==> src/shared/clock_gen_pkg.sv <==
// ==========================================================
// Shared constants and carriers for the clock generator
// ==========================================================
package clock_gen_pkg;

	// ==========================================================
	// Register port geometry
	// ==========================================================
	localparam int ADDR_W = 8;
	localparam int DATA_W = 8;

	// Register offsets
	localparam logic [7:0] OFS_CTRL_ONE = 8'h00;
	localparam logic [7:0] OFS_CTRL_TWO = 8'h01;
	localparam logic [7:0] OFS_TRIM = 8'h02;
	localparam logic [7:0] OFS_STATUS = 8'h03;

	// Reset values (bus divider field resets to divide by two)
	localparam logic [7:0] RST_CTRL_ONE = 8'h00;
	localparam logic [7:0] RST_CTRL_TWO = 8'h40;
	localparam logic [7:0] RST_TRIM = 8'h00;
	localparam logic [7:0] RST_STATUS = 8'h00;

	// Field positions in control one and status/control
	localparam int SYSTEM_CLOCK_SOURCE_SELECT_HI = 7;
	localparam int SYSTEM_CLOCK_SOURCE_SELECT_LO = 6;
	localparam int SC_LOCK_BIT = 6;
	localparam int SC_FINE_BIT = 0;

	// Bus divider encodings
	localparam logic [1:0] DIV_BY_1 = 2'h0;
	localparam logic [1:0] DIV_BY_2 = 2'h1;
	localparam logic [1:0] DIV_BY_4 = 2'h2;
	localparam logic [1:0] DIV_BY_8 = 2'h3;

	// System clock source encodings (3 behaves as 0)
	localparam logic [1:0] SRC_LOOP = 2'h0;
	localparam logic [1:0] SRC_INT_REF = 2'h1;
	localparam logic [1:0] SRC_EXT_REF = 2'h2;
	localparam logic [1:0] SRC_RESERVED = 2'h3;

	// Depth of the pin synchroniser
	localparam int SYNC_STAGES = 3;

	// Control register two, bit 7 down to bit 0
	typedef struct packed {
		logic [1:0] bus_clock_divider;
		logic osc_high_range;
		logic osc_high_gain_select;
		logic bypass_loop_power_down;
		logic ext_ref_source_select;
		logic ext_ref_clock_enable;
		logic ext_ref_stop_keep;
	} ctrl_two_t;

	// Settings handed to the external oscillator
	typedef struct packed {
		logic high_range;
		logic high_gain;
		logic crystal_select;
		logic run;
	} osc_cfg_t;

endpackage

==> src/core/pin_sync.sv <==
`timescale 1ns/10ps
`default_nettype none
// ==========================================================
// Three-stage synchroniser with agreement filter
// ==========================================================
// The filtered level moves only when stages two and three agree,
// so a single metastable sample never reaches the logic behind it.
module pin_sync #(
	parameter int WIDTH = 1
) (
	// Clock, reset, enable
	input wire logic ref_clk,
	input wire logic sys_rst,
	input wire logic clk_en,
	// Asynchronous inputs
	input wire logic [WIDTH-1:0] async_in,
	// Filtered levels
	output logic [WIDTH-1:0] level_out
);
	import clock_gen_pkg::*;

	logic [WIDTH-1:0] stage_ff [SYNC_STAGES];
	logic [WIDTH-1:0] level_ff;
	wire logic [WIDTH-1:0] agree = ~(stage_ff[1] ^ stage_ff[2]);
	wire logic [WIDTH-1:0] nxt_level =
		(agree & stage_ff[2]) | (~agree & level_ff);

	// Shift chain; stage zero is read only by stage one
	always_ff @(posedge ref_clk) begin
		if (sys_rst) begin
			stage_ff <= '{default: '0};
			level_ff <= '0;
		end else if (clk_en) begin
			stage_ff[0] <= async_in;
			stage_ff[1] <= stage_ff[0];
			stage_ff[2] <= stage_ff[1];
			level_ff <= nxt_level;
		end
	end

	assign level_out = level_ff;

endmodule
`default_nettype wire

==> src/core/clock_gen_ctrl.sv <==
// The implementer's own choices: the register addresses and strobed register access.
`timescale 1ns/10ps
`default_nettype none

// ==========================================================
// Clock generator: divider, oscillator and trim control
// ==========================================================
module clock_gen_ctrl (
	// Clock, reset, enable
	input wire logic ref_clk,
	input wire logic sys_rst,
	input wire logic clk_en,
	// Register port
	input wire logic [clock_gen_pkg::ADDR_W-1:0] reg_addr,
	input wire logic [clock_gen_pkg::DATA_W-1:0] reg_wdata,
	input wire logic reg_wr,
	input wire logic reg_rd,
	output logic [clock_gen_pkg::DATA_W-1:0] reg_rdata,
	// Candidate system clocks, asynchronous to ref_clk
	input wire logic loop_clk_in,
	input wire logic int_ref_clk_in,
	input wire logic ext_ref_clk_in,
	// Lock detector of the loop, asynchronous
	input wire logic lock_detect_in,
	// Mode levels from the mode sequencer, on ref_clk
	input wire logic stop_mode,
	input wire logic bypass_mode,
	input wire logic ext_ref_mode,
	input wire logic fll_int_ref_mode,
	// Divided bus clock and registered source select
	output logic bus_clk_out,
	output logic [1:0] system_clock_source_select,
	// Oscillator and loop control
	output clock_gen_pkg::osc_cfg_t osc_cfg,
	output logic loop_power_down,
	output logic ext_ref_clock_out,
	// Internal reference trim, fine bit lowest
	output logic [8:0] int_ref_period_trim,
	// Lock indication
	output logic lock_status
);
	import clock_gen_pkg::*;

	// ==========================================================
	// Lock tracking states
	// ==========================================================
	typedef enum logic [2:0] {
		LK_UNLOCKED = 3'h1,
		LK_LOCKED = 3'h2,
		LK_RELOCK = 3'h4
	} lock_state_t;

	// ==========================================================
	// Register storage
	// ==========================================================
	logic [1:0] clk_src_ff;
	ctrl_two_t ctrl_two_ff;
	logic [7:0] trim_ff;
	logic fine_trim_ff;
	logic [7:0] rdata_ff;

	// Output and internal state flops
	logic bus_clk_ff;
	logic [2:0] div_cnt_ff;
	logic [1:0] div_act_ff;
	logic src_prev_ff;
	logic ext_mode_pre_stop_ff;
	osc_cfg_t osc_cfg_ff;
	logic loop_pd_ff;
	logic ext_out_ff;
	logic [8:0] trim_out_ff;
	logic [1:0] src_out_ff;
	lock_state_t lock_state_ff;
	logic lock_prev_ff;

	// ==========================================================
	// Synchronised clock sources and lock detector
	// ==========================================================
	logic [3:0] sync_lvl;

	pin_sync #(
		.WIDTH(4)
	) u_pin_sync (
		.ref_clk(ref_clk),
		.sys_rst(sys_rst),
		.clk_en(clk_en),
		.async_in({lock_detect_in, ext_ref_clk_in, int_ref_clk_in,
			loop_clk_in}),
		.level_out(sync_lvl)
	);

	wire logic loop_lvl = sync_lvl[0];
	wire logic int_lvl = sync_lvl[1];
	wire logic ext_lvl = sync_lvl[2];
	wire logic lock_lvl = sync_lvl[3];

	// ==========================================================
	// Address decode
	// ==========================================================
	wire logic hit_one = (reg_addr == OFS_CTRL_ONE);
	wire logic hit_two = (reg_addr == OFS_CTRL_TWO);
	wire logic hit_trim = (reg_addr == OFS_TRIM);
	wire logic hit_sc = (reg_addr == OFS_STATUS);

	wire logic wr_one = reg_wr & hit_one;
	wire logic wr_two = reg_wr & hit_two;
	wire logic wr_trim = reg_wr & hit_trim;
	wire logic wr_sc = reg_wr & hit_sc;

	// Next register values; the trim field is only ever loaded by software
	wire logic [1:0] nxt_clk_src =
		wr_one ? reg_wdata[SYSTEM_CLOCK_SOURCE_SELECT_HI:SYSTEM_CLOCK_SOURCE_SELECT_LO] : clk_src_ff;
	wire ctrl_two_t nxt_ctrl_two =
		wr_two ? ctrl_two_t'(reg_wdata) : ctrl_two_ff;
	wire logic [7:0] nxt_trim =
		wr_trim ? reg_wdata : trim_ff;
	wire logic nxt_fine =
		wr_sc ? reg_wdata[SC_FINE_BIT] : fine_trim_ff;

	// ==========================================================
	// Read data
	// ==========================================================
	// Unused bits of control one read zero; lock bit is read-only
	wire logic [7:0] rd_one = {clk_src_ff, 6'h00};
	wire logic [7:0] rd_sc =
		{1'h0, lock_status, 5'h00, fine_trim_ff};
	wire logic [7:0] rd_mux =
		hit_one ? rd_one :
		hit_two ? ctrl_two_t'(ctrl_two_ff) :
		hit_trim ? trim_ff :
		hit_sc ? rd_sc : 8'h00;
	// Data stand for exactly the cycle after the strobe
	wire logic [7:0] nxt_rdata = reg_rd ? rd_mux : 8'h00;

	// ==========================================================
	// Register process
	// ==========================================================
	always_ff @(posedge ref_clk) begin
		if (sys_rst) begin
			clk_src_ff <= RST_CTRL_ONE[SYSTEM_CLOCK_SOURCE_SELECT_HI:SYSTEM_CLOCK_SOURCE_SELECT_LO];
			ctrl_two_ff <= RST_CTRL_TWO;
			trim_ff <= RST_TRIM;
			fine_trim_ff <= RST_STATUS[SC_FINE_BIT];
			rdata_ff <= 8'h00;
		end else if (clk_en) begin
			clk_src_ff <= nxt_clk_src;
			ctrl_two_ff <= nxt_ctrl_two;
			trim_ff <= nxt_trim;
			fine_trim_ff <= nxt_fine;
			rdata_ff <= nxt_rdata;
		end
	end

	// ==========================================================
	// Source selection and bus divider
	// ==========================================================
	// Reserved source code falls back to the loop output
	wire logic src_lvl =
		(clk_src_ff == SRC_INT_REF) ? int_lvl :
		(clk_src_ff == SRC_EXT_REF) ? ext_lvl :
		loop_lvl;

	wire logic src_rise = src_lvl & ~src_prev_ff;

	// Ripple of the divide chain: bit n toggles every 2**n rises
	wire logic [2:0] nxt_div_cnt =
		src_rise ? 3'(div_cnt_ff + 3'h1) : div_cnt_ff;

	// Tap of the divide chain for one encoding
	function automatic logic div_tap(input logic [1:0] code,
		input logic lvl, input logic [2:0] cnt);
		logic t;
		t = lvl;
		unique case (code)
			DIV_BY_1: t = lvl;
			DIV_BY_2: t = cnt[0];
			DIV_BY_4: t = cnt[1];
			DIV_BY_8: t = cnt[2];
		endcase
		return t;
	endfunction

	wire logic [1:0] div_req = ctrl_two_ff.bus_clock_divider;
	wire logic tap_act = div_tap(div_act_ff, src_lvl, div_cnt_ff);
	wire logic tap_req = div_tap(div_req, src_lvl, div_cnt_ff);

	// A new ratio is adopted only with both clocks low: no runt pulse
	wire logic div_swap = ~tap_act & ~tap_req;
	wire logic [1:0] nxt_div_act =
		div_swap ? div_req : div_act_ff;
	wire logic nxt_bus_clk =
		div_tap(nxt_div_act, src_lvl, div_cnt_ff);

	// Divider process
	always_ff @(posedge ref_clk) begin
		if (sys_rst) begin
			src_prev_ff <= 1'h0;
			div_cnt_ff <= 3'h0;
			div_act_ff <= RST_CTRL_TWO[7:6];
			bus_clk_ff <= 1'h0;
			src_out_ff <= SRC_LOOP;
		end else if (clk_en) begin
			src_prev_ff <= src_lvl;
			div_cnt_ff <= nxt_div_cnt;
			div_act_ff <= nxt_div_act;
			bus_clk_ff <= nxt_bus_clk;
			src_out_ff <= clk_src_ff;
		end
	end

	// ==========================================================
	// Oscillator, loop power and external reference
	// ==========================================================
	// Remember whether the external reference was in use before stop
	wire logic nxt_ext_pre_stop =
		stop_mode ? ext_mode_pre_stop_ff : ext_ref_mode;

	// Outside stop the reference runs when enabled or in use
	wire logic run_awake =
		ctrl_two_ff.ext_ref_clock_enable | ext_ref_mode;
	wire logic run_stop = ctrl_two_ff.ext_ref_stop_keep &
		(ctrl_two_ff.ext_ref_clock_enable |
		ext_mode_pre_stop_ff);
	wire logic ext_run = stop_mode ? run_stop : run_awake;

	wire osc_cfg_t nxt_osc_cfg = '{
		high_range: ctrl_two_ff.osc_high_range,
		high_gain: ctrl_two_ff.osc_high_gain_select,
		crystal_select: ctrl_two_ff.ext_ref_source_select,
		run: ext_run
	};

	// Loop is gated off only in a bypassed mode
	wire logic nxt_loop_pd =
		ctrl_two_ff.bypass_loop_power_down & bypass_mode;

	// Gated copy of the reference; coarse, since it is resampled
	wire logic nxt_ext_out = ext_lvl & ext_run &
		ctrl_two_ff.ext_ref_clock_enable;

	// Trim drive: larger code means a longer internal period
	wire logic [8:0] nxt_trim_out =
		{trim_ff, fine_trim_ff};

	// Oscillator process
	always_ff @(posedge ref_clk) begin
		if (sys_rst) begin
			ext_mode_pre_stop_ff <= 1'h0;
			osc_cfg_ff <= '0;
			loop_pd_ff <= 1'h0;
			ext_out_ff <= 1'h0;
			trim_out_ff <= 9'h000;
		end else if (clk_en) begin
			ext_mode_pre_stop_ff <= nxt_ext_pre_stop;
			osc_cfg_ff <= nxt_osc_cfg;
			loop_pd_ff <= nxt_loop_pd;
			ext_out_ff <= nxt_ext_out;
			trim_out_ff <= nxt_trim_out;
		end
	end

	// ==========================================================
	// Lock indication
	// ==========================================================
	// A trim rewrite with a different value in loop internal mode
	wire logic trim_disturb = wr_trim & fll_int_ref_mode &
		(reg_wdata != trim_ff);
	wire logic lock_rise = lock_lvl & ~lock_prev_ff;

	lock_state_t nxt_lock_state;

	// The detector lags the trim change, so after a forced clear we
	// wait for it to drop and rise again before showing lock
	always_comb begin
		nxt_lock_state = lock_state_ff;
		unique case (lock_state_ff)
			LK_UNLOCKED: begin
				if (lock_lvl) begin
					nxt_lock_state = LK_LOCKED;
				end
			end
			LK_LOCKED: begin
				if (trim_disturb) begin
					nxt_lock_state = LK_RELOCK;
				end else if (!lock_lvl) begin
					nxt_lock_state = LK_UNLOCKED;
				end
			end
			LK_RELOCK: begin
				if (lock_rise) begin
					nxt_lock_state = LK_LOCKED;
				end
			end
			default: begin
				nxt_lock_state = LK_UNLOCKED;
			end
		endcase
	end

	// Lock process
	always_ff @(posedge ref_clk) begin
		if (sys_rst) begin
			lock_state_ff <= LK_UNLOCKED;
			lock_prev_ff <= 1'h0;
		end else if (clk_en) begin
			lock_state_ff <= nxt_lock_state;
			lock_prev_ff <= lock_lvl;
		end
	end

	// ==========================================================
	// Outputs, all straight from flops
	// ==========================================================
	assign reg_rdata = rdata_ff;
	assign bus_clk_out = bus_clk_ff;
	assign system_clock_source_select = src_out_ff;
	assign osc_cfg = osc_cfg_ff;
	assign loop_power_down = loop_pd_ff;
	assign ext_ref_clock_out = ext_out_ff;
	assign int_ref_period_trim = trim_out_ff;
	// One-hot code: bit one of the state flop is the locked state itself
	assign lock_status = lock_state_ff[1];

endmodule
`default_nettype wire

==> config.mk <==
export PLATFORM = sky130hd
export DESIGN_NAME = clock_gen_ctrl
export DESIGN_NICKNAME = d
export VERILOG_FILES = /design/src/shared/clock_gen_pkg.sv /design/src/core/pin_sync.sv /design/src/core/clock_gen_ctrl.sv
export SDC_FILE = /design/constraint.sdc
export NUM_CORES = 1
export LEC_CHECK = 0
export BUFFER_PORTS_ARGS = -buffer_cell sky130_fd_sc_hd__buf_2
export CORE_ASPECT_RATIO = 1.2
export CORE_MARGIN = 2
export CORE_UTILIZATION = 55
export DETAILED_ROUTE_END_ITERATION = 7
export GPL_TIMING_DRIVEN = 0
export PLACE_DENSITY = 0.84
export RECOVER_POWER = 50
export SETUP_SLACK_MARGIN = 0.3
export SLEW_MARGIN = 20
export SYNTH_ARGS = -nofsm -noshare
export SYNTH_HDL_FRONTEND = slang
export SYNTH_SLANG_ARGS = --single-unit
export TNS_END_PERCENT = 1
==> constraint.sdc <==
create_clock -name ref_clk -period 2.3 [get_ports ref_clk]
set_input_delay 0.345 -clock ref_clk [delete_from_list [all_inputs] [get_ports ref_clk]]
set_output_delay 0.345 -clock ref_clk [all_outputs]
set_load 0.05 [all_outputs]
# After elaboration in Yosys (flattened, before gate mapping)
# Index checks and enable logic that the tools add are counted.
[totals] ff_bits=72 input_bits=29 word_cells=106
[classes] addsub=1 eq_ne=21 n_mux=17 bitwise=26 n_reduce_logical=11
[op_table] op="8-bit two-way mux" count=4
[op_table] op="8-bit by 2-bit == test with 1-bit output, second input constant" count=2
[op_table] op="2-bit == test, second input constant" count=7
[op_table] op="1-bit bitwise AND" count=13
[op_table] op="3-bit two-way mux" count=4
[op_table] op="1-bit one-hot mux with 4 select lines" count=3
[op_table] op="2-bit AND reduction" count=6
[op_table] op="3-bit one-hot mux with 3 select lines" count=1
[op_table] op="4-bit bitwise AND" count=2
[op_table] op="2-bit by 1-bit == test with 1-bit output, second input constant" count=4
[op_table] op="8-bit by 1-bit == test with 1-bit output, second input constant" count=1
[op_table] op="8-bit logical NOT" count=1
[op_table] op="8-bit inequality test" count=1
[op_table] op="4-bit inverter" count=2
[op_table] op="7-bit two-way mux" count=1
[op_table] op="2-bit logical NOT" count=3
[op_table] op="1-bit inverter" count=5
[op_table] op="4-bit bitwise OR" count=1
[op_table] op="4-bit AND reduction" count=1
[op_table] op="4-bit bitwise XOR" count=1
[op_table] op="3-bit by 1-bit adder with 3-bit output, second input constant" count=1
[op_table] op="3-bit by 1-bit == test with 1-bit output, second input constant" count=1
[op_table] op="3-bit by 2-bit == test with 1-bit output, second input constant" count=1
[op_table] op="3-bit == test, second input constant" count=1
[op_table] op="6 further kinds" count=9

# Depth between registers and ports, before layout
[depth] ltp_word=9 ltp_mapped=7 depth_no_buf=6

# Cells and area by module
# A second synthesis with hierarchy kept.
[unflattened] cells_unflattened=355 hier_area_um2=3273.1
[modules_own_cells] mod="clock_gen_ctrl" n_inst=1 cells_each=291 area_each_um2=2572.5
[modules_own_cells] mod="pin_sync" n_inst=1 cells_each=64 area_each_um2=700.7

# Worst setup path after synthesis
# OpenSTA, ideal clock, no wires.
[synth_path] path_type="input to register" from="input port reg_addr[3] (netlist bit)" to="register ctrl_two_ff, in the netlist div_req[0]" setup_time_ns=0.120 t_arrival_ns=1.870 t_required_ns=2.180 setup_slack_ns=0.310 stages=6 n_path_buf=1 path_cell_list="or4_1 nor4b_2 and3_1 buf_4 nor2_1 a211o_1"
[synth_via] elab_chain_len=3
[synth_rtl] item="start, declared" line="clock_gen_ctrl.sv:14" source="input wire logic [clock_gen_pkg::ADDR_W-1:0] reg_addr,"
[synth_rtl] item="8-bit by 1-bit == test with 1-bit output" line="clock_gen_ctrl.sv:101" source="wire logic hit_two = (reg_addr == OFS_CTRL_TWO);"
[synth_rtl] item="1-bit bitwise AND" line="clock_gen_ctrl.sv:106" source="wire logic wr_two = reg_wr & hit_two;"
[synth_rtl] item="2-bit AND reduction (no line)"
[synth_rtl] item="end signal, assigned" line="clock_gen_ctrl.sv:147" source="ctrl_two_ff <= nxt_ctrl_two;"
[synth_rtl] item="end, declared" line="clock_gen_ctrl.sv:57" source="ctrl_two_t ctrl_two_ff;"
# Every way passes these cells.
# A chain may end at the register's enable or synchronous reset.

# Worst setup path after layout
[layout_path] from="register ctrl_two_ff, in the netlist div_req[1]" to="register bus_clk_ff, in the netlist bus_clk_out"
[layout_via] elab_chain_len=7 word_cells_on_any_way=13 cone_classes="eq/ne: 6; mux: 3; bitwise: 2; reduce/logical: 2"
[layout_rtl] item="2-bit == test (tied with other cells)" line="clock_gen_ctrl.sv:174" source="unique case (code)"
[layout_rtl] item="1-bit one-hot mux with 4 select lines" line="clock_gen_ctrl.sv:174"
[layout_rtl] item="1-bit inverter" line="clock_gen_ctrl.sv:188" source="wire logic div_swap = ~tap_act & ~tap_req;"
[layout_rtl] item="1-bit bitwise AND" line="clock_gen_ctrl.sv:188"
[layout_rtl] item="2-bit two-way mux *" line="clock_gen_ctrl.sv:190" source="div_swap ? div_req : div_act_ff;"
[layout_rtl] item="2-bit == test (tied with other cells)" line="clock_gen_ctrl.sv:174"
[layout_rtl] item="1-bit one-hot mux with 4 select lines *" line="clock_gen_ctrl.sv:174"
[layout_rtl] item="end signal, assigned" line="clock_gen_ctrl.sv:206" source="bus_clk_ff <= nxt_bus_clk;"
[layout_rtl] item="end, declared" line="clock_gen_ctrl.sv:63" source="logic bus_clk_ff;"
# Mark *: on every way between the ends. The rest lies on a longest branch, timed or not.

==> impl_metrics.toml <==
[outcome]
status = "completed"

[power_and_ir_drop]
p_seq_share_pct = 48.9
leakage_nw = 1.48
p_total_mw = 2.58
swShare_pct = 23.2
p_int_mw = 1.99
vdd_drop_max_v = 0.000464
power_frac_comb_pct = 6.2
powerDensity_nw_per_um2 = 672
switchingPower_mw = 0.598
clkPwrFrac_pct = 44.9

[grt]
gr-total-overflow = 0
grt_max_degree = 13
grt_pass1_vias = 2877
gr-usage-all-layers_pct = 28.4
grt_first_pass_wirelength_um = 13700
antenna_found_initial = 0

[route]
first_iter_violations = 132
via_per_inst = 6.12
drt-pass1-iter-count = 6
via_count = 2973
drc = 0
antenna_left = 0
drt_wl_total_um = 8700
detail_route.wl_per_cell_um = 17.9

[placed_design]
placedCellCount = 467
finalWeightedCongestion = 0.886
port_buffers = 53
dpl_worst_slack_ns = -0.0774
hpwl_um = 5700

[worst_setup_path]
r2r_slack_ns = 0.21
cp_data_arrival_time_ns = 2.37
required_ns = 2.58
critPathKind = "register to register"
end_kind = "register"
cp_max_fo = 8
critPathLaunchType = "register"

[timing]
fin_crit_ns = 2.09
setup_slack_ns = 0.205
setup-violations-final = 0
worst_slew_pin_slew_ns = 0.929
post-route-period-util_pct = 91.1
relSlewSlack_pct = 38.0
rsz0062_at_grt = "yes"
hold_viol_final = 0
drv_slew = 0
fin_hold_ws_ns = 0.221
finClkSkew_ns = 0.00458
max_clock_freq_ghz = 0.477

[synth]
avgSynthCellArea_um2 = 9.15
ys_warn_count = 0
ys_seq_area_share_pct = 45.0
post_synth_num_cell_types = 54
synth_edf_count = 0
syn_inst = 350
synth_top_area_share_pct = 45.0
synthFlopType = "dfxtp_1"
async_reset_ff_share_pct = 0
ys_ff_latch = 72
syn_nets = 380
synth.area.top_cells = "dfxtp_1 45%, mux2i_1 14%, nor2_1 7.7%, a21oi_1 3.0%, xnor2_1 2.7%"
netlist_area_um2 = 3200
synth.largest_area_cell = "dfxtp_1"

[die]
coreArea_um2 = 5630
die_w_um = 73.7
io_pins = 56
die_y_um = 87.6
start_util_pct = 56.9
std_cell_rows = 30
dieArea_um2 = 6450

[layout]
area_delta_synth_final_pct = 20.1
stdcell_count = 486
diodes = 0
fin_nets = 447
drive_gt1_share_pct = 15.6

[cts]
clockBufferDepth = 2
clk_pin_slew_ns = 0.07
clock-sinks = 72
cts-root-buf = "clkbuf_8"
cts_tree = "done"
h-tree-depth = 3
worstSkewPairLatency_ns = 0.36
cts-buffers-inserted = 9

[flow_run]
max_cap_viol_count = 0

[hold_path]
hold_path_class = "input port to register"
-- routing by layer --
| layer | vias to the layer above | global-route usage [%] | wire [um] |
|---|---|---|---|
| met1 | 1435 | 31.8 | 3350 |
| li1 | 1362 | - | - |
| met3 | 32 | 8.29 | 612 |
| met5 | - | 0 | 0 |
| met2 | 144 | 47.9 | 4400 |
| met4 | 0 | 15.7 | 336 |
-- final timing paths --
kind                                                              to  depth (start not counted)                          from
worst max-delay path                        bus_clk_out$_SDFFE_PP0P_                          7       div_req[1]$_SDFFE_PP0P_
worst min-delay path            u_pin_sync.stage_ff[10]$_SDFFE_PP0P_                          3                ext_ref_clk_in
worst max register to register              bus_clk_out$_SDFFE_PP0P_                          7       div_req[1]$_SDFFE_PP0P_
worst min register to register          loop_power_down$_SDFFE_PP0P_                          2  loop_power_down$_SDFFE_PP0P_
-- placed cells by master (no fill, tap or decap), types with 2 or more instances in the layout --
cell type	netlist	routed
a211o_1	3	3
a21oi_1	19	19
a22o_1	7	7
a22oi_1	7	7
a31oi_1	3	3
and2_1	2	2
and3_1	2	2
buf_2	3	27
buf_4	1	4
buf_6	1	2
bufinv_16	0	2
clkbuf_1	14	44
clkbuf_8	0	11
dfxtp_1	72	68
dfxtp_2	0	4
inv_1	6	6
mux2_2	2	2
mux2i_1	45	45
nand2_1	17	17
nand2b_1	5	5
nand3_1	3	3
nand3b_1	3	3
nand4_1	5	5
nor2_1	66	65
nor2b_1	4	4
nor3_1	3	3
nor3b_4	0	3
o21ai_0	10	10
o21ai_1	2	2
o21bai_1	2	2
or2_1	2	2
xnor2_1	10	9
-- worst max-delay path: stages (launching register included) --
cell and delay (ns):
dfxtp_1 0.34, buf_6 0.13, mux2i_1 0.21, nor2_1 0.09, or4_4 0.54, a221oi_4 0.33, nand3_1 0.14, a311oi_2 0.23
-- cell families (layout without fill, tap and decap cells) --
family          after synthesis  after routing  synth area share (%)
compound gates               65             65                  13.8
xor+xnor                     11             11                  3.01
buf+inv                      28            100                  3.75
simple gates                126            126                  19.2
fa+ha+maj                     1              1                 0.391
mux                          47             47                  14.8
flops                        72             72                  45.0
-- sequential cells by signal, summed over array words and instances, names as in the netlist, 2 cells and up, named ones only --
signal,cells
reg_rdata,8
u_pin_sync.stage_ff,12
clk_src_ff,2
div_req,2
lock_state_ff,3
int_ref_period_trim,9
div_act_ff,2
system_clock_source_select,2
ctrl_two_ff,6
osc_cfg,4
div_cnt_ff,3
trim_ff,8
-- synth_stat cells, types with 3 or more instances --
cell	instances
nor2b_1	4
clkbuf_1	14
a22oi_1	7
a31oi_1	3
xnor2_1	10
nand2_1	17
dfxtp_1	72
a22o_1	7
nand3b_1	3
nor3_1	3
nand3_1	3
a211o_1	3
nor2_1	66
nand2b_1	5
buf_2	3
nor3b_1	3
o21ai_0	10
nand4_1	5
mux2i_1	45
a21oi_1	19
inv_1	6
-- power by group through the flow --
stage                     Sequential (mW)  Clock (mW)  Combinational [mW]
after floorplan                      1.29           0              0.0871
after global placement               1.29           0               0.151
after detailed placement             1.29           0               0.154
after CTS                            1.26        1.16               0.157
after global routing                 1.26        1.22               0.173
final                                1.26        1.16               0.160
-- final cells by class --
cell class	instances	area, um2
well taps	64	80.1
plain buffers	21	100
fillers	404	1780
repair buffers	56	253
multi-input cells	250	1710
inverters	7	26.3
clock buffers	12	155
clock inverters	4	76.3
flip-flops and latches	72	1450
-- per-stage QoR --
stage | setup TNS [ns] | util (%) | instance area, um2
floorplan | 0 | - | 3200
finish | 0 | 68.3 | 3850
detailed placement | -0.555 | 63.0 | 3550
CTS | 0 | 68.3 | 3850
global route | 0 | 68.3 | 3850
global placement | -0.0505 | 63.0 | 3550
-- repair_timing --
item / CTS / global route
gates resized for setup: 12 / 5
pin swaps: 5 / 3
setup buffers: 2 / 1
endpoints found under the setup margin: 10 / 23
hold buffers: 0 / 0
No activity file was read; power rests on OpenSTA's default activity.
